<file path="src/exclp_defs.vh">
// Constants for the exception and low-power control block.
// Assumes an APB master with 16-bit byte addresses and 32-bit data.
`ifndef EXCLP_DEFS_VH
`define EXCLP_DEFS_VH

// =====================================================
// Register map (byte addresses)
`define EXCLP_ADDR_FLAGS_ONE   16'hFE04
`define EXCLP_ADDR_FLAGS_TWO   16'hFE08
`define EXCLP_ADDR_FLAGS_THREE 16'hFE0C
`define EXCLP_ADDR_BRK_STATUS  16'hFE10
`define EXCLP_ADDR_BRK_FLAGCTL 16'hFE14
`define EXCLP_ADDR_CONFIG_ONE  16'hFE18

// =====================================================
// Field positions and reset values
`define EXCLP_STOPWAIT_BIT 1
`define EXCLP_CLR_EN_BIT   7
`define EXCLP_SHORT_BIT    0
`define EXCLP_RST_BYTE     8'h00
`define EXCLP_RST_WORD     32'h0000_0000

// =====================================================
// Request lines and vectors
`define EXCLP_NREQ      17
`define EXCLP_VEC_TRAP  5'h00
`define EXCLP_VEC_W     5

// =====================================================
// Stop recovery, in oscillator cycles
`define EXCLP_CNT_W      12
`define EXCLP_RECOV_LONG 12'hFFF
`define EXCLP_RECOV_SHRT 12'h01F

`endif

</file>
<file path="src/exclp_recov.v">
// Stop recovery timer for the exception and low-power block.
// Assumes osc_clk is synchronous to sys_clk and slower than it.
`timescale 1ns/1ps
`include "exclp_defs.vh"

module exclp_recov (
    // Clock and reset
    input  wire                     sys_clk,
    input  wire                     rst_n,
    // Control
    input  wire                     osc_clk,
    input  wire                     hold,
    input  wire                     short_sel,
    // Result
    output reg                      done,
    output reg  [`EXCLP_CNT_W-1:0] count
);

    reg                    osc_q;
    wire                   osc_fall;
    wire [`EXCLP_CNT_W-1:0] last;

    assign osc_fall = osc_q & ~osc_clk;
    assign last     = short_sel ? `EXCLP_RECOV_SHRT : `EXCLP_RECOV_LONG;

    // =====================================================
    // Counter: held clear, then advanced on oscillator falls
    always @(posedge sys_clk) begin
        if (!rst_n) begin
            osc_q <= 1'b0;
            count <= {`EXCLP_CNT_W{1'b0}};
            done  <= 1'b0;
        end else begin
            osc_q <= osc_clk;
            if (hold) begin
                count <= {`EXCLP_CNT_W{1'b0}};
                done  <= 1'b0;
            end else if (osc_fall && !done) begin
                count <= count + 1'b1;
                done  <= (count == last);
            end
        end
    end

endmodule

</file>
<file path="src/exclp_top.v">
// Exception sequencing and low-power control with APB status registers.
// Assumes a CPU core that stacks and fetches on the strobes given here.
//
// Our own choice: register access over APB.
`timescale 1ns/1ps
`include "exclp_defs.vh"

module exclp_top (
    // Clock and reset
    input  wire                      sys_clk,
    input  wire                      rst_n,
    input  wire                      osc_clk,
    // APB slave
    input  wire                      psel,
    input  wire                      penable,
    input  wire                      pwrite,
    input  wire [15:0]               paddr,
    input  wire [31:0]               pwdata,
    output reg  [31:0]               prdata,
    output reg                       pready,
    output reg                       pslverr,
    // Request sources
    input  wire [`EXCLP_NREQ-1:0]    irq_req,
    input  wire [`EXCLP_NREQ-1:0]    irq_en,
    input  wire                      break_req,
    // CPU core
    input  wire                      i_mask,
    input  wire                      instr_done,
    input  wire                      trap_exec,
    input  wire                      wait_exec,
    input  wire                      stop_exec,
    input  wire                      handler_ret,
    input  wire                      vec_ack,
    output reg                       int_take,
    output reg  [`EXCLP_VEC_W-1:0]   vec_sel,
    output reg                       stack_pc_dec,
    output reg                       stack_index_high,
    output reg                       set_imask,
    output reg                       clr_imask,
    output reg                       drop_prefetch,
    output reg                       cpu_clk_en,
    output reg                       base_clock_output,
    // Break support
    output reg                       break_mode,
    output reg                       break_clear_allow
);

    // =====================================================
    // States
    localparam [2:0] ST_RUN   = 3'h0;
    localparam [2:0] ST_WAIT  = 3'h1;
    localparam [2:0] ST_STOP  = 3'h2;
    localparam [2:0] ST_RECOV = 3'h3;
    localparam [2:0] ST_ENTRY = 3'h4;

    reg  [2:0]                state;
    reg                       lat_valid;
    reg  [`EXCLP_VEC_W-1:0]   lat_vec;
    reg                       wake_brk;
    reg                       wake_rec;
    reg                       break_stopwait_status;
    reg                       break_clear_enable;
    reg                       short_recovery_select;
    wire                      recov_done;
    wire [`EXCLP_NREQ-1:0]    live;
    wire                      any_live;
    wire [`EXCLP_VEC_W-1:0]   best_vec;

    // =====================================================
    // Priority: lowest flag number wins
    function [`EXCLP_VEC_W-1:0] pick;
        input [`EXCLP_NREQ-1:0] r;
        integer                 k;
        begin
            pick = `EXCLP_VEC_TRAP;
            for (k = `EXCLP_NREQ - 1; k >= 0; k = k - 1) begin
                if (r[k]) begin
                    pick = k[`EXCLP_VEC_W-1:0] + 1'b1;
                end
            end
        end
    endfunction

    // Enabled requests only
    assign live     = irq_req & irq_en;
    assign any_live = |live;
    assign best_vec = pick(live);

    // =====================================================
    // Stop recovery timer
    exclp_recov u_recov (
        .sys_clk   (sys_clk),
        .rst_n     (rst_n),
        .osc_clk   (osc_clk),
        .hold      (state != ST_RECOV),
        .short_sel (short_recovery_select),
        .done      (recov_done),
        .count     ()
    );

    // =====================================================
    // Exception sequencer
    always @(posedge sys_clk) begin
        if (!rst_n) begin
            // Reset beats every exception, no arbitration
            state             <= ST_RUN;
            lat_valid         <= 1'b0;
            lat_vec           <= `EXCLP_VEC_TRAP;
            wake_brk          <= 1'b0;
            wake_rec          <= 1'b0;
            int_take          <= 1'b0;
            vec_sel           <= `EXCLP_VEC_TRAP;
            stack_pc_dec      <= 1'b0;
            stack_index_high  <= 1'b0;
            set_imask         <= 1'b0;
            clr_imask         <= 1'b0;
            drop_prefetch     <= 1'b0;
            cpu_clk_en        <= 1'b1;
            base_clock_output <= 1'b1;
            break_mode        <= 1'b0;
        end else begin
            int_take         <= 1'b0;
            set_imask        <= 1'b0;
            clr_imask        <= 1'b0;
            drop_prefetch    <= 1'b0;
            stack_index_high <= 1'b0;
            if (handler_ret) begin
                break_mode <= 1'b0;
            end
            case (state)
                ST_RUN: begin
                    if (instr_done || handler_ret) begin
                        // Examined only at instruction boundaries
                        if (break_req) begin
                            lat_valid    <= 1'b1;
                            lat_vec      <= `EXCLP_VEC_TRAP;
                            stack_pc_dec <= 1'b0;
                            break_mode   <= 1'b1;
                            state        <= ST_ENTRY;
                        end else if (trap_exec && instr_done) begin
                            lat_valid    <= 1'b1;
                            lat_vec      <= `EXCLP_VEC_TRAP;
                            stack_pc_dec <= 1'b0;
                            state        <= ST_ENTRY;
                        end else if (!i_mask && any_live) begin
                            lat_valid     <= 1'b1;
                            lat_vec       <= best_vec;
                            stack_pc_dec  <= 1'b1;
                            drop_prefetch <= handler_ret;
                            state         <= ST_ENTRY;
                        end else if (wait_exec && instr_done) begin
                            clr_imask  <= 1'b1;
                            cpu_clk_en <= 1'b0;
                            state      <= ST_WAIT;
                        end else if (stop_exec && instr_done) begin
                            clr_imask         <= 1'b1;
                            cpu_clk_en        <= 1'b0;
                            base_clock_output <= 1'b0;
                            state             <= ST_STOP;
                        end
                    end
                end
                ST_WAIT: begin
                    // Peripherals keep running; wake on request or break
                    if (break_req) begin
                        wake_brk     <= 1'b1;
                        lat_valid    <= 1'b1;
                        lat_vec      <= `EXCLP_VEC_TRAP;
                        stack_pc_dec <= 1'b0;
                        break_mode   <= 1'b1;
                        cpu_clk_en   <= 1'b1;
                        state        <= ST_ENTRY;
                    end else if (any_live) begin
                        lat_valid    <= 1'b1;
                        lat_vec      <= best_vec;
                        stack_pc_dec <= 1'b1;
                        cpu_clk_en   <= 1'b1;
                        state        <= ST_ENTRY;
                    end
                end
                ST_STOP: begin
                    // Counter held clear until recovery starts
                    if (break_req || any_live) begin
                        wake_rec <= break_req;
                        state    <= ST_RECOV;
                    end
                end
                ST_RECOV: begin
                    if (recov_done) begin
                        cpu_clk_en        <= 1'b1;
                        base_clock_output <= 1'b1;
                        lat_valid         <= 1'b1;
                        stack_pc_dec      <= ~wake_rec;
                        lat_vec           <= wake_rec ? `EXCLP_VEC_TRAP : best_vec;
                        break_mode        <= wake_rec | break_mode;
                        wake_brk          <= wake_rec;
                        state             <= ST_ENTRY;
                    end
                end
                ST_ENTRY: begin
                    wake_brk <= 1'b0;
                    // One take per latched choice, held until the CPU takes the vector
                    if (lat_valid) begin
                        int_take  <= 1'b1;
                        set_imask <= 1'b1;
                        vec_sel   <= lat_vec;
                        lat_valid <= 1'b0;
                    end
                    if (vec_ack) begin
                        state     <= ST_RUN;
                    end
                end
                default: begin
                    state <= ST_RUN;
                end
            endcase
        end
    end

    // =====================================================
    // Break flag protection for other modules
    always @(posedge sys_clk) begin
        if (!rst_n) begin
            break_clear_allow <= 1'b1;
        end else begin
            // Outside break clears act normally, completing any two-step
            break_clear_allow <= ~break_mode | break_clear_enable;
        end
    end

    // =====================================================
    // APB slave: one wait state, then answer
    wire        acc;
    wire        hit;
    reg  [31:0] next_rdata;
    reg         next_err;

    assign acc = psel & penable & ~pready;

    // Read mux over raw request lines (irq_req), not the enabled ones
    always @* begin
        next_rdata = `EXCLP_RST_WORD;
        next_err   = 1'b0;
        case (paddr)
            `EXCLP_ADDR_FLAGS_ONE: begin
                next_rdata[7:2] = irq_req[5:0];
            end
            `EXCLP_ADDR_FLAGS_TWO: begin
                next_rdata[2:0] = irq_req[8:6];
            end
            `EXCLP_ADDR_FLAGS_THREE: begin
                next_rdata[1:0] = irq_req[16:15];
            end
            `EXCLP_ADDR_BRK_STATUS: begin
                next_rdata[`EXCLP_STOPWAIT_BIT] = break_stopwait_status;
            end
            `EXCLP_ADDR_BRK_FLAGCTL: begin
                next_rdata[`EXCLP_CLR_EN_BIT] = break_clear_enable;
            end
            `EXCLP_ADDR_CONFIG_ONE: begin
                next_rdata[`EXCLP_SHORT_BIT] = short_recovery_select;
            end
            default: begin
                next_err = 1'b1;
            end
        endcase
    end

    assign hit = psel & penable & pready & pwrite & ~pslverr;

    // Bus answer and writable bits
    always @(posedge sys_clk) begin
        if (!rst_n) begin
            pready                <= 1'b0;
            pslverr               <= 1'b0;
            prdata                <= `EXCLP_RST_WORD;
            break_stopwait_status <= 1'b0;
            break_clear_enable    <= 1'b0;
            short_recovery_select <= 1'b0;
        end else begin
            pready  <= acc;
            pslverr <= acc & next_err;
            prdata  <= (acc && !pwrite) ? next_rdata : `EXCLP_RST_WORD;
            // Set by break wake wins over a same-cycle clear
            if (wake_brk) begin
                break_stopwait_status <= 1'b1;
            end else if (hit && paddr == `EXCLP_ADDR_BRK_STATUS
                         && !pwdata[`EXCLP_STOPWAIT_BIT]) begin
                break_stopwait_status <= 1'b0;
            end
            if (hit && paddr == `EXCLP_ADDR_BRK_FLAGCTL) begin
                break_clear_enable <= pwdata[`EXCLP_CLR_EN_BIT];
            end
            if (hit && paddr == `EXCLP_ADDR_CONFIG_ONE) begin
                short_recovery_select <= pwdata[`EXCLP_SHORT_BIT];
            end
        end
    end

endmodule

</file>
<file path="config.mk">
export PLATFORM = sky130hd
export DESIGN_NAME = exclp_top
export DESIGN_NICKNAME = d
export VERILOG_FILES = /design/src/exclp_recov.v /design/src/exclp_top.v
export VERILOG_INCLUDE_DIRS = /design/src /design/src/src
export SDC_FILE = /design/constraint.sdc
export NUM_CORES = 1
export LEC_CHECK = 0
export BUFFER_PORTS_ARGS = -buffer_cell sky130_fd_sc_hd__buf_2
export CORE_UTILIZATION = 41
export CTS_CLUSTER_DIAMETER = 60
export DETAILED_ROUTE_END_ITERATION = 7
export HOLD_SLACK_MARGIN = 0.03
export PLACE_DENSITY = 0.76
export SYNTH_ARGS = -nofsm -noshare
export SYNTH_HDL_FRONTEND = slang
export SYNTH_SLANG_ARGS = --single-unit
</file>
<file path="constraint.sdc">
create_clock -name sys_clk -period 1.8 [get_ports sys_clk]
set_input_delay 0.36 -clock sys_clk [delete_from_list [all_inputs] [get_ports sys_clk]]
set_output_delay 0.36 -clock sys_clk [all_outputs]
set_load 0.03 [all_outputs]
</file>
# After elaboration in Yosys (flattened, before gate mapping)
# Cells that the tools add are included.
word_totals:
  input_bits: 96
  register_bits: 75
  wordCells: 193
op_classes:
  add_sub_neg: 1
  eq_ne: 26
  n_reduce_logical: 38
  mux: 84
  bitwise: 19
op_table:
  columns: ["op", "n"]
  rows:
  - ["5-bit 2-to-1 mux", 25]
  - ["16-bit equality test (second input constant)", 6]
  - ["1-bit 2-to-1 mux", 35]
  - ["3-bit 2-to-1 mux", 11]
  - ["2-bit != test (second input constant)", 9]
  - ["1-bit case mux with 3 select lines", 6]
  - ["6-bit OR reduction", 3]
  - ["17-bit bitwise AND", 1]
  - ["17-bit OR reduction", 1]
  - ["8-bit AND reduction", 2]
  - ["3-bit case mux with 5 select lines", 1]
  - ["5-bit case mux with 3 select lines", 1]
  - ["12-bit by 1-bit adder with 12-bit output (second input constant)", 1]
  - ["12-bit equality test", 1]
  - ["12-bit 2-to-1 mux", 1]
  - ["1-bit logical AND", 10]
  - ["5-bit AND reduction", 2]
  - ["1-bit inverter", 9]
  - ["2-bit AND reduction", 4]
  - ["1-bit bitwise AND", 7]
  - ["3-bit by 2-bit equality test with 1-bit output (second input constant)", 2]
  - ["3-bit != test (second input constant)", 2]
  - ["6-bit != test (second input constant)", 1]
  - ["1-bit case mux with 2 select lines", 3]
  - ["16 further kinds", 24]

# Longest topological paths before layout
# Gate-level depths: netlist of run 1.
logic_depth:
  depth_word: 23
  ltp_mapped: 7
  mapped_depth_nobuf: 5

# Modules after synthesis
# From an unflattened synthesis of run 1, not the netlist that was laid out.
unflattened:
  hier_cells: 350
  hier_area_um2: 2956.6
by_module_without_submodules:
  columns: ["module", "area_per_inst_um2", "instances", "seq_area_each_um2", "cells_per_inst"]
  rows:
  - ["exclp_top", 2311.0, 1, 740.7, 277]
  - ["exclp_recov", 645.6, 1, 280.3, 73]

# Least setup slack after synthesis of run 1
# Ideal clock, no wire load.
synth_timing:
  kind: "input-to-reg"
  start: "input irq_req[0]"
  end: "register stack_pc_dec"
  path_stages: 6
  setup_time_ns: 0.073
  arrival_ns: 1.861
  slack_ns: -0.135
  cell_sequence: "a222oi_1 -> nand4_2 -> o311ai_4 -> and2_1 -> buf_6 -> mux2i_1"
synth_via:
  elab_chain_len: 5
  elab_cells_between_ends: 6
  cone_classes: "eq/ne (2); bitwise (1); reduce/logical (3)"
synth_rtl:
  columns: ["element", "line", "rtl"]
  rows:
  - ["from (decl)", "exclp_top.v:23", "input wire [`EXCLP_NREQ-1:0] irq_req,"]
  - ["17-bit bitwise AND (*)", "exclp_top.v:85", "assign live = irq_req & irq_en;"]
  - ["17-bit OR reduction (*)", "exclp_top.v:86", "assign any_live = |live;"]
  - ["1-bit logical AND", "exclp_top.v:145", "end else if (!i_mask && any_live) begin"]
  - ["4-bit != test (no source line)", null, null]
  - ["5-bit AND reduction (no source line) (*)", null, null]
  - ["to (signal assigned)", "exclp_top.v:193", "stack_pc_dec <= ~wake_rec;"]
  - ["to (decl)", "exclp_top.v:36", "output reg stack_pc_dec,"]
# Every way passes the cells marked *; elsewhere a longest branch is shown, timed or not.
# A chain may end at the register's enable or synchronous reset.

# Worst setup path after layout of run 1
layout_timing:
  start: "register state[1]"
  end: "register lat_vec[4]"
layout_via:
  elab_chain_len: 3
  elab_cells_between_ends: 10
  cone_classes: "eq/ne (6); mux (1); reduce/logical (3)"
layout_rtl:
  columns: ["element", "line", "rtl"]
  rows:
  - ["from (decl)", "exclp_top.v:56", "reg [2:0] state;"]
  - ["from (signal assigned)", "exclp_top.v:106", "state <= ST_RUN;"]
  - ["from (signal assigned)", "exclp_top.v:139", "state <= ST_ENTRY;"]
  - ["from (signal assigned)", "exclp_top.v:144", "state <= ST_ENTRY;"]
  - ["3-bit by 1-bit equality test with 1-bit output (tied with other cells)", "exclp_top.v:130", "case (state)"]
  - ["3-bit != test (no source line) (tied with other cells)", null, null]
  - ["5-bit AND reduction (no source line)", null, null]
  - ["to (signal assigned)", "exclp_top.v:136", "lat_vec <= `EXCLP_VEC_TRAP;"]
  - ["to (signal assigned)", "exclp_top.v:142", "lat_vec <= `EXCLP_VEC_TRAP;"]
  - ["to (signal assigned)", "exclp_top.v:147", "lat_vec <= best_vec;"]
  - ["to (decl)", "exclp_top.v:58", "reg [`EXCLP_VEC_W-1:0] lat_vec;"]
# Parallel ways exist; a longest one is shown, timed or not.

==> metrics.txt, run 1 <==
outcome=finished, violations left; failing checks=setup timing; port bufs=90; leakage=1.77 nW; most common library cells after synthesis=51 x dfxtp_1, 34 x nand2_1, 30 x nor2_1; Worst EP arrival=2.07 ns; Die Span Y=85.6 um; crit-path max cell delay=0.48 ns; Cell Rows=30; Tot Pwr=3.34 mW; CP Launch Type=flip-flop; PwrDens=845 nW/um^2; r2r setup slk=-0.02 ns; Yosys warning count=0; Yosys cell types=60; Layout area overhead=37.8%; most common cell in the netlist=dfxtp_1; CTS tree=yes; GRT overflow=0; TritonRoute pass-1 iters=4; highest-delay cell along the critical path=or4_4; period utilization=101%; Post-synth EDFFs=0; setup TNS=-0.0205 ns; Worst Path Class, Setup=flip-flop to flip-flop; gp weighted congestion=0.872; # DRC=0; final setup vio count=2; most common flop cell mapped by yosys=dfxtp_1; WP data required=2.05 ns; ratio of cells with drive above 1 in the final layout=38.4%; Avg Cell Area, Syn=8.43 um^2; Routed Antenna Nets=0; clk slew on worst S/H paths=0.11 ns; Async SR Flop Fraction=0%; largest net degree at the start of global routing=20; register area share after synthesis=35.6%; Hold WS=0.278 ns; Final WS setup=-0.0152 ns; IO Pins=145; minimum clock period=1.82 ns; CP Cell Sequence=or4_4 -> and4bb_2 -> o211ai_1 -> and2_4 -> buf_6 -> mux2i_1; vias in the first global route=2831; n_diodes=0; initial antenna violation count=0; Final #Nets=588; Global Route Usage Sum=21.1%; hold_buf cts=0; Starting Density=42.4%; first-pass GRT wire length=12400 um; skew final=0.00465 ns; final hold vios=0; flops & latches, synth=51; Longest Clk Path Bufs=2; Cells after Synth=340; Die Area=7330 um^2; biggest area consumer among synthesized cells=dfxtp_1; CP Max Fanout=5; final wirelength=7830 um; initial detailed-routing violation count=118; drt wl/cell=13.7 um; core box area=6760 um^2; Hold WC Path Type=input port to flip-flop; DP HPWL=6110 um; max cap viols=0; clock sinks=51; synthesized area=2870 um^2; root cell of the clock tree=clkbuf_8; Clk Latency, worst-skew pair=0.32 ns; H-tree levels=2; TritonCTS Buffers=5; Slew Viols, Final=0; unrepaired setup endpoints after global routing=true; dominant cells by area after synthesis=dfxtp_1 36%, buf_4 6.8%, mux2i_1 4.5%; via count=3065; Worst setup EP type=flip-flop; Vias per Instance=5.36; Synth top area share=35.6%; Die Wd=85.6 um; Worst VDD drop=0.487 mV; DP Worst Slack=-0.356 ns; fmax=551 MHz
-- flip-flops by register name, summed over array words and instances, names as in the netlist, 3 cells and up --
signal         flops
u_recov.count     12
prdata             8
lat_vec            5
vec_sel            5
state              3
-- per-stage QoR --
stage          instances  cell area, um^2  utilization [%]
4_1_cts              572             3890             57.6
3_3_place_gp         563             3760             55.7
5_1_grt              572             3950             58.4
2_1_floorplan        364             2960                -
6_report             572             3950             58.4
3_5_place_dp         563             3760             55.7
-- power breakdown --
group / leakage (nW) / internal [mW] / total, mW / switching [mW]
clock network: 0.0463 / 0.287 / 0.724 / 0.437
logic: 1.31 / 0.614 / 1.32 / 0.707
registers: 0.415 / 1.22 / 1.29 / 0.0720
total: 1.77 / 2.12 / 3.34 / 1.22
-- cell families (layout without fill, tap and decap cells) --
logic type      after synthesis  count (layout)  synth area share [%]
compound gates               78              78                  19.5
xor+xnor                      8               8                  2.45
fa+ha+maj                     1               1                 0.437
buf+inv                      43             171                  9.35
flops                        51              51                  35.6
mux                          13              13                  4.54
other cells                   1              25                 0.131
simple gates                145             145                  28.0
-- worst paths after layout --
path,start,to,cells past startpoint
setup reg to reg,state[1]$_SDFFE_PN0P_,lat_vec[4]$_SDFFE_PN0P_,6
hold / removal,pwdata[0],short_recovery_select$_SDFFE_PN0P_,3
hold reg to reg,lat_vec[1]$_SDFFE_PN0P_,lat_vec[1]$_SDFFE_PN0P_,2
setup / recovery,state[1]$_SDFFE_PN0P_,lat_vec[4]$_SDFFE_PN0P_,6
-- final cells by class --
class                   instances  area [um^2]
well taps                      80          100
inverters                       5         18.8
multi-input cells             270         1730
fillers                       614         2810
repair buffers                158          972
flip-flops and latches         51         1030
clock inverters                 3         27.5
clock buffers                   5         68.8
-- critical path: cells and delay by family (launching register included) --
kind	cells	cell delay, ns
flip-flops	1	0.37
AO/OA/AOI/OAI	1	0.13
AND/OR/NAND/NOR	3	0.97
multiplexers	1	0.17
buffers and inverters	1	0.12
-- timing repair --
| action | 4_1_cts | 5_1_grt |
|---|---|---|
| setup endpoints to repair | 7 | 11 |
| setup buffers | 1 | 0 |
| gates resized for setup | 8 | 11 |
| pin swaps | 2 | 5 |
-- layout by cell type (no fill, tap or decap), types with 5 or more instances in the layout --
| cell type | Yosys | layout |
|---|---|---|
| buf_4 | 26 | 65 |
| xor2_1 | 6 | 6 |
| or3_1 | 5 | 5 |
| clkbuf_8 | 0 | 5 |
| nand4_1 | 8 | 8 |
| mux2i_1 | 13 | 13 |
| nand3_1 | 12 | 12 |
| o21ai_0 | 12 | 10 |
| nand2_1 | 34 | 34 |
| a22oi_1 | 10 | 10 |
| a21oi_1 | 15 | 15 |
| conb_1 | 1 | 25 |
| nor3_1 | 10 | 9 |
| nand3b_1 | 6 | 6 |
| dfxtp_1 | 51 | 49 |
| and2_1 | 7 | 6 |
| nor2b_1 | 6 | 6 |
| buf_2 | 1 | 90 |
| inv_1 | 5 | 5 |
| nor2_1 | 30 | 30 |
| a31oi_1 | 6 | 6 |
-- routing by layer --
| metal | share of wire, % | global-route usage, % | up-vias |
|---|---|---|---|
| li1 | - | - | 1507 |
| met5 | 0 | 0 | - |
| met3 | 5.1 | 4.72 | 13 |
| met4 | 1.4 | 6.36 | 0 |
| met2 | 51 | 38.3 | 97 |
| met1 | 43 | 24.7 | 1448 |
Note: power is estimated with default switching activity, not from simulation.
==> run 2: changes to the inputs <==
--- a/config.mk
+++ b/config.mk
@@ -6,12 +6,14 @@
 export SDC_FILE = /design/constraint.sdc
 export NUM_CORES = 1
 export LEC_CHECK = 0
+export ABC_AREA = 1
 export BUFFER_PORTS_ARGS = -buffer_cell sky130_fd_sc_hd__buf_2
+export CORE_ASPECT_RATIO = 0.8
 export CORE_UTILIZATION = 41
 export CTS_CLUSTER_DIAMETER = 60
 export DETAILED_ROUTE_END_ITERATION = 7
 export HOLD_SLACK_MARGIN = 0.03
-export PLACE_DENSITY = 0.76
+export PLACE_DENSITY = 0.77
 export SYNTH_ARGS = -nofsm -noshare
 export SYNTH_HDL_FRONTEND = slang
 export SYNTH_SLANG_ARGS = --single-unit
==> run 2 against run 1 <==
Against the previous run: the flow now finishes without violations; critical path depth rose by 7; count of clock-buffer cells in the layout up 1; worst setup slack better by 0.11 ns; synthesized area decreased by 3.4%; final cell count grew 8.7%; first-iteration DRC count grew 29%; sequential power is 4% higher; combinational power grew 20%; clock power grew 19%; synthesized cell count rose by 20%; via count fell by 5.5%.
==> metrics.txt, run 2 <==
Clock power frac=22.7%; # DRC=0; r2r setup slk=0.09 ns; fin cells=622; period utilization=94.9%; WP buf/inv=4; Worst EP arrival=1.96 ns; Yosys cell types=37; compound-gate portion of the synthesized area=15.4%; WP data required=2.05 ns; placed cell areas=3440 um^2; Longest Clk Path Bufs=2; final wirelength=6980 um; Multi-input gate area=1420 um^2; Worst setup EP type=flip-flop; IO Pins=145; Crit. Startpoint=state[0]$_SDFFE_PN0P_; root cell of the clock tree=clkbuf_8; Post-synth EDFFs=0; Hold WC Path Type=input port to flip-flop; Cell Rows=26; Slew Viols, Final=0; outcome=finished, final reports clean; Cells after Synth=409; first-pass GRT wire length=11200 um; # fillers=631; clk slew on worst S/H paths=0.10 ns; core box area=6440 um^2; biggest area consumer among synthesized cells=dfxtp_1; initial detailed-routing violation count=152; Layout area overhead=32.4%; Sequential Power Share=35.5%; final hold vios=0; Worst R2R End=lat_vec[3]$_SDFFE_PN0P_; Final WS setup=0.0918 ns; CP Max Fanout=6; Tot Pwr=3.79 mW; Sw Pwr=1.42 mW; post-synthesis adder-cell area fraction=0.452%; most common library cells after synthesis=96 x nand2_1, 64 x inv_1, 51 x dfxtp_1; Starting Density=42.9%; hold depth=3; port bufs=90; n_diodes=0; CP Launch Type=flip-flop; multiplexer area fraction after synthesis=0%; flops & latches, synth=51; hold_buf cts=0; vias in the first global route=2630; most common cell in the netlist=nand2_1; max cap viols=0; Sequential Area=1020 um^2; Worst R2R Path Depth=13; DP Worst Slack=-0.198 ns; cell area after layout=3660 um^2; Most flops, register=u_recov.count; Worst VDD drop=0.886 mV; Pint=2.36 mW; Regs by FF count=u_recov.count x12, prdata x8; Routed Antenna Nets=0; Synth Area in Simple Gates=30.1%; TritonCTS Buffers=5; Die Wd=93.8 um; most common cell after layout, fill and taps aside=nand2_1; ratio of cells with drive above 1 in the final layout=30.3%; clock sinks=51; CTS tree=yes; skew final=0.00783 ns; Global Route Usage Sum=20.0%; DP HPWL=5480 um; Synth Area in XOR/XNOR=0.317%; Reg2Reg Launch Point=state[0]$_SDFFE_PN0P_; Async SR Flop Fraction=0%; H-tree levels=2; Comb power frac=41.8%; Vias per Instance=4.66; Final #Nets=634; Die Area=7080 um^2; PwrDens=1030 nW/um^2; main combinational cell family by area after synthesis=simple AND/OR/NAND/NOR gates; HP Start=osc_clk; register area share after synthesis=36.9%; Yosys warning count=0; WHS Endpoint=u_recov.osc_q$_SDFF_PN0_; highest-delay cell along the critical path=dfxtp_2; synthesized area=2770 um^2; TritonRoute pass-1 iters=4; Avg Cell Area, Syn=6.76 um^2; via count=2897; Worst Path Class, Setup=flip-flop to flip-flop; minimum clock period=1.71 ns; setup TNS=0 ns; leakage=1.81 nW; gp weighted congestion=0.884; GRT overflow=0; Hold WS=0.247 ns; most frequent cells in the layout=94 x nand2_1, 90 x buf_2, 64 x inv_1, 50 x dfxtp_1, 35 x buf_4; Clk Latency, worst-skew pair=0.31 ns; largest net degree at the start of global routing=22; initial antenna violation count=0; final core occ=56.9%; most common flop cell mapped by yosys=dfxtp_1; dominant cells by area after synthesis=dfxtp_1 37%, nand2_1 13%, inv_1 8.7%; Top delay family on crit path=compound AO/OA/AOI/OAI gates; CP Cell Sequence=inv_1 -> nor2_4 -> inv_2 -> nor2_2 -> inv_2 -> nor2_2 -> a21oi_4 -> nand3_2 -> clkinv_2 -> nand2_4 -> a31oi_4 -> nand3b_1 -> a21oi_1; Synth top area share=36.9%; crit-path max cell delay=0.35 ns; max reg flops=12; sw frac=37.6%; Die Span Y=75.5 um; placed cell count=607; drt wl/cell=11.2 um; fmax=585 MHz; final setup vio count=0
-- run 2: cell families (layout without fill, tap and decap cells) --
| group | Yosys count | after routing |
|---|---|---|
| DFF | 51 | 51 |
| and+or+nand+nor | 188 | 188 |
| AOI/OAI and AO/OA | 70 | 70 |
| buffers and inverters | 97 | 202 |
| other | 1 | 25 |
| adders and majority gates | 1 | 1 |
| xor gates and xnor gates | 1 | 1 |
-- run 2: area by class of cell --
type	instances	share of cell area [%]
Multi-Input combinational cell	285	38.9
Tap cell	84	2.87
Clock buffer	6	2.25
Clock inverter	2	1.06
Timing Repair Buffer	126	20.0
Inverter	68	7.00
Sequential cell	51	27.9
-- run 2: routing by layer --
layer | part of all wire (%) | GRT usage [%] | up-vias
met4 | 0.90 | 6.67 | 0
met2 | 47 | 35.0 | 96
li1 | - | - | 1513
met3 | 7.1 | 3.89 | 5
met1 | 45 | 25.2 | 1283
met5 | 0 | 0 | -
-- run 2: worst max-delay path by stage --
stage | endpoint | slack [ns] | depth (start not counted)
floorplan | lat_vec[3]$_SDFFE_PN0P_ | 0.09 | 14
global placement | lat_vec[1]$_SDFFE_PN0P_ | -0.13 | 16
detailed placement | state[0]$_SDFFE_PN0P_ | -0.20 | 15
CTS | lat_vec[1]$_SDFFE_PN0P_ | 0.01 | 13
global route | lat_vec[4]$_SDFFE_PN0P_ | -0.03 | 13
finish | lat_vec[3]$_SDFFE_PN0P_ | 0.09 | 13
-- run 2: worst reg2reg max path: cells and delay by family, from the launching register on --
kind | cells | cell delay, ns
AND/OR/NAND/NOR | 6 | 0.47
flip-flops | 1 | 0.35
AO/OA/AOI/OAI | 3 | 0.50
buffers and inverters | 4 | 0.33
-- run 2: power by group through the flow --
stage / Clock [mW] / Combinational [mW] / Sequential, mW
4_1_cts: 0.880 / 1.39 / 1.34
3_5_place_dp: 0 / 1.39 / 1.36
5_1_grt: 0.918 / 1.73 / 1.36
6_report: 0.859 / 1.58 / 1.34
3_3_place_gp: 0 / 1.36 / 1.36
2_1_floorplan: 0 / 0.864 / 1.43
-- run 2: what timing repair did --
action	in CTS	in global routing
gates resized for setup	0	15
buffers inserted	0	7
setup endpoints to repair	0	15
==> run 3: changes to the inputs <==
--- a/config.mk
+++ b/config.mk
@@ -9,11 +9,11 @@
 export ABC_AREA = 1
 export BUFFER_PORTS_ARGS = -buffer_cell sky130_fd_sc_hd__buf_2
 export CORE_ASPECT_RATIO = 0.8
-export CORE_UTILIZATION = 41
+export CORE_UTILIZATION = 49
 export CTS_CLUSTER_DIAMETER = 60
 export DETAILED_ROUTE_END_ITERATION = 7
 export HOLD_SLACK_MARGIN = 0.03
-export PLACE_DENSITY = 0.77
+export PLACE_DENSITY = 0.86
 export SYNTH_ARGS = -nofsm -noshare
 export SYNTH_HDL_FRONTEND = slang
 export SYNTH_SLANG_ARGS = --single-unit
==> constraint.sdc (replaced) <==
create_clock -name sys_clk -period 2.05 [get_ports sys_clk]
set_input_delay 0.41 -clock sys_clk [delete_from_list [all_inputs] [get_ports sys_clk]]
set_output_delay 0.41 -clock sys_clk [all_outputs]
set_load 0.03 [all_outputs]
==> run 3 against run 2 <==
Against the previous run: combinational power down 31%; global-route usage up 3.0 points; routed wire length shrank 4.4%; clock skew about the same; sequential share of layout area increased by 2.0 points; first-iteration DRC count grew 11%; final cell count fell by 5.0%; highest routed layer unchanged.
==> metrics.txt, run 3 (same netlist as run 2, synthesis figures left out) <==
root cell of the clock tree=clkbuf_8; Sequential Power Share=37.8%; WP data required=2.29 ns; sw frac=37.8%; TritonCTS Buffers=5; Slew Viols, Final=0; final setup vio count=0; initial detailed-routing violation count=168; most common cell after layout, fill and taps aside=nand2_1; Clk Latency, worst-skew pair=0.31 ns; placed cell areas=3280 um^2; CTS tree=yes; placed cell count=583; final wirelength=6670 um; Die Area=5950 um^2; initial antenna violation count=0; fmax=524 MHz; Sw Pwr=1.18 mW; # fillers=496; fin cells=591; Die Wd=86.0 um; Cell Rows=24; largest net degree at the start of global routing=22; max reg flops=12; hold_buf cts=0; cell area after layout=3420 um^2; vias in the first global route=2611; Die Span Y=69.2 um; n_diodes=0; unrepaired setup endpoints after global routing=false; Global Route Usage Sum=23.0%; Tot Pwr=3.13 mW; Worst EP arrival=2.15 ns; port bufs=90; core box area=5440 um^2; CP Launch Type=flip-flop; Vias per Instance=4.84; Most flops, register=u_recov.count; # DRC=0; Layout area overhead=23.7%; Regs by FF count=u_recov.count x12, prdata x8; via count=2858; GRT overflow=0; PwrDens=914 nW/um^2; Hold WC Path Type=input port to flip-flop; ratio of cells with drive above 1 in the final layout=25.3%; Longest Clk Path Bufs=2; CP Max Fanout=9; gp weighted congestion=0.975; leakage=1.69 nW; clk slew on worst S/H paths=0.10 ns; most frequent cells in the layout=96 x nand2_1, 90 x buf_2, 64 x inv_1, 50 x dfxtp_1, 34 x nor2_1; clock sinks=51; outcome=finished, final reports clean; Starting Density=50.9%; first-pass GRT wire length=11100 um; Sequential Area=1020 um^2; max cap viols=0; Worst VDD drop=0.641 mV; drt wl/cell=11.3 um; H-tree levels=2; IO Pins=145; final core occ=63.0%; setup TNS=0 ns; final hold vios=0; skew final=0.00802 ns; TritonRoute pass-1 iters=4; Multi-input gate area=1370 um^2; Clock power frac=27.3%; Pint=1.95 mW; Routed Antenna Nets=0; Worst Path Class, Setup=flip-flop to flip-flop; Comb power frac=34.9%; Worst setup EP type=flip-flop; minimum clock period=1.91 ns; period utilization=93.0%; Final #Nets=609; DP HPWL=5050 um
run 3: timing repair:
action                     CTS  global route
gates resized for setup      0             1
buffers inserted             0             0
setup endpoints to repair    0             1
hold endpoints to repair     0             0
run 3: layer usage:
layer / wire, um / track usage [%] / up-vias / part of all wire, %
li1: - / - / 1467 / -
met1: 2990 / 30.5 / 1254 / 45
met2: 3160 / 37.2 / 125 / 47
met3: 432 / 5.48 / 12 / 6.5
met4: 82 / 6.67 / 0 / 1.2
met5: 0 / 0 / - / 0
run 3: area by class of cell:
type / count / area share (%)
flip-flops and latches: 51 / 29.9
inverters: 68 / 7.50
clock inverters: 3 / 2.08
well taps: 78 / 2.85
repair buffers: 101 / 15.6
clock buffers: 5 / 2.01
multi-input cells: 285 / 40.1
run 3: critical path, cell delays in order, from the launching register on:
cell,delay [ns]
dfxtp_1,0.36
nor2_2,0.15
inv_2,0.07
nor2_4,0.21
inv_1,0.15
nand2_1,0.12
nand3_2,0.11
clkinv_2,0.08
nand2_4,0.09
a31oi_4,0.22
nand3_1,0.12
a21oi_1,0.14
run 3: metrics by stage:
| stage | setup slack [ns] | hold WS (ns) |
|---|---|---|
| after global placement | 0.0692 | 0.451 |
| after global routing | 0.00942 | 0.286 |
| after floorplan | 0.295 | 0.427 |
| final | 0.143 | 0.298 |
| after CTS | 0.198 | 0.290 |
| after detailed placement | 0.0439 | 0.454 |
run 3: path summary, 6_finish.rpt:
check | start | endpoint | slack [ns] | depth (start not counted)
worst max-delay path | state[0]$_SDFFE_PN0P_ | lat_vec[1]$_SDFFE_PN0P_ | 0.14 | 11
worst min-delay path | osc_clk | u_recov.osc_q$_SDFF_PN0_ | 0.30 | 3
worst max register to register | state[0]$_SDFFE_PN0P_ | lat_vec[1]$_SDFFE_PN0P_ | 0.14 | 11
worst min register to register | vec_sel[3]$_SDFFE_PN0P_ | vec_sel[3]$_SDFFE_PN0P_ | 0.47 | 2
run 3: power groups by stage:
| stage | clock network [mW] | logic, mW | registers (mW) |
|---|---|---|---|
| 2_1_floorplan | 0 | 0.759 | 1.26 |
| 3_5_place_dp | 0 | 1.06 | 1.20 |
| 3_3_place_gp | 0 | 1.04 | 1.20 |
| 5_1_grt | 0.912 | 1.20 | 1.20 |
| 6_report | 0.855 | 1.09 | 1.18 |
| 4_1_cts | 0.871 | 1.08 | 1.18 |
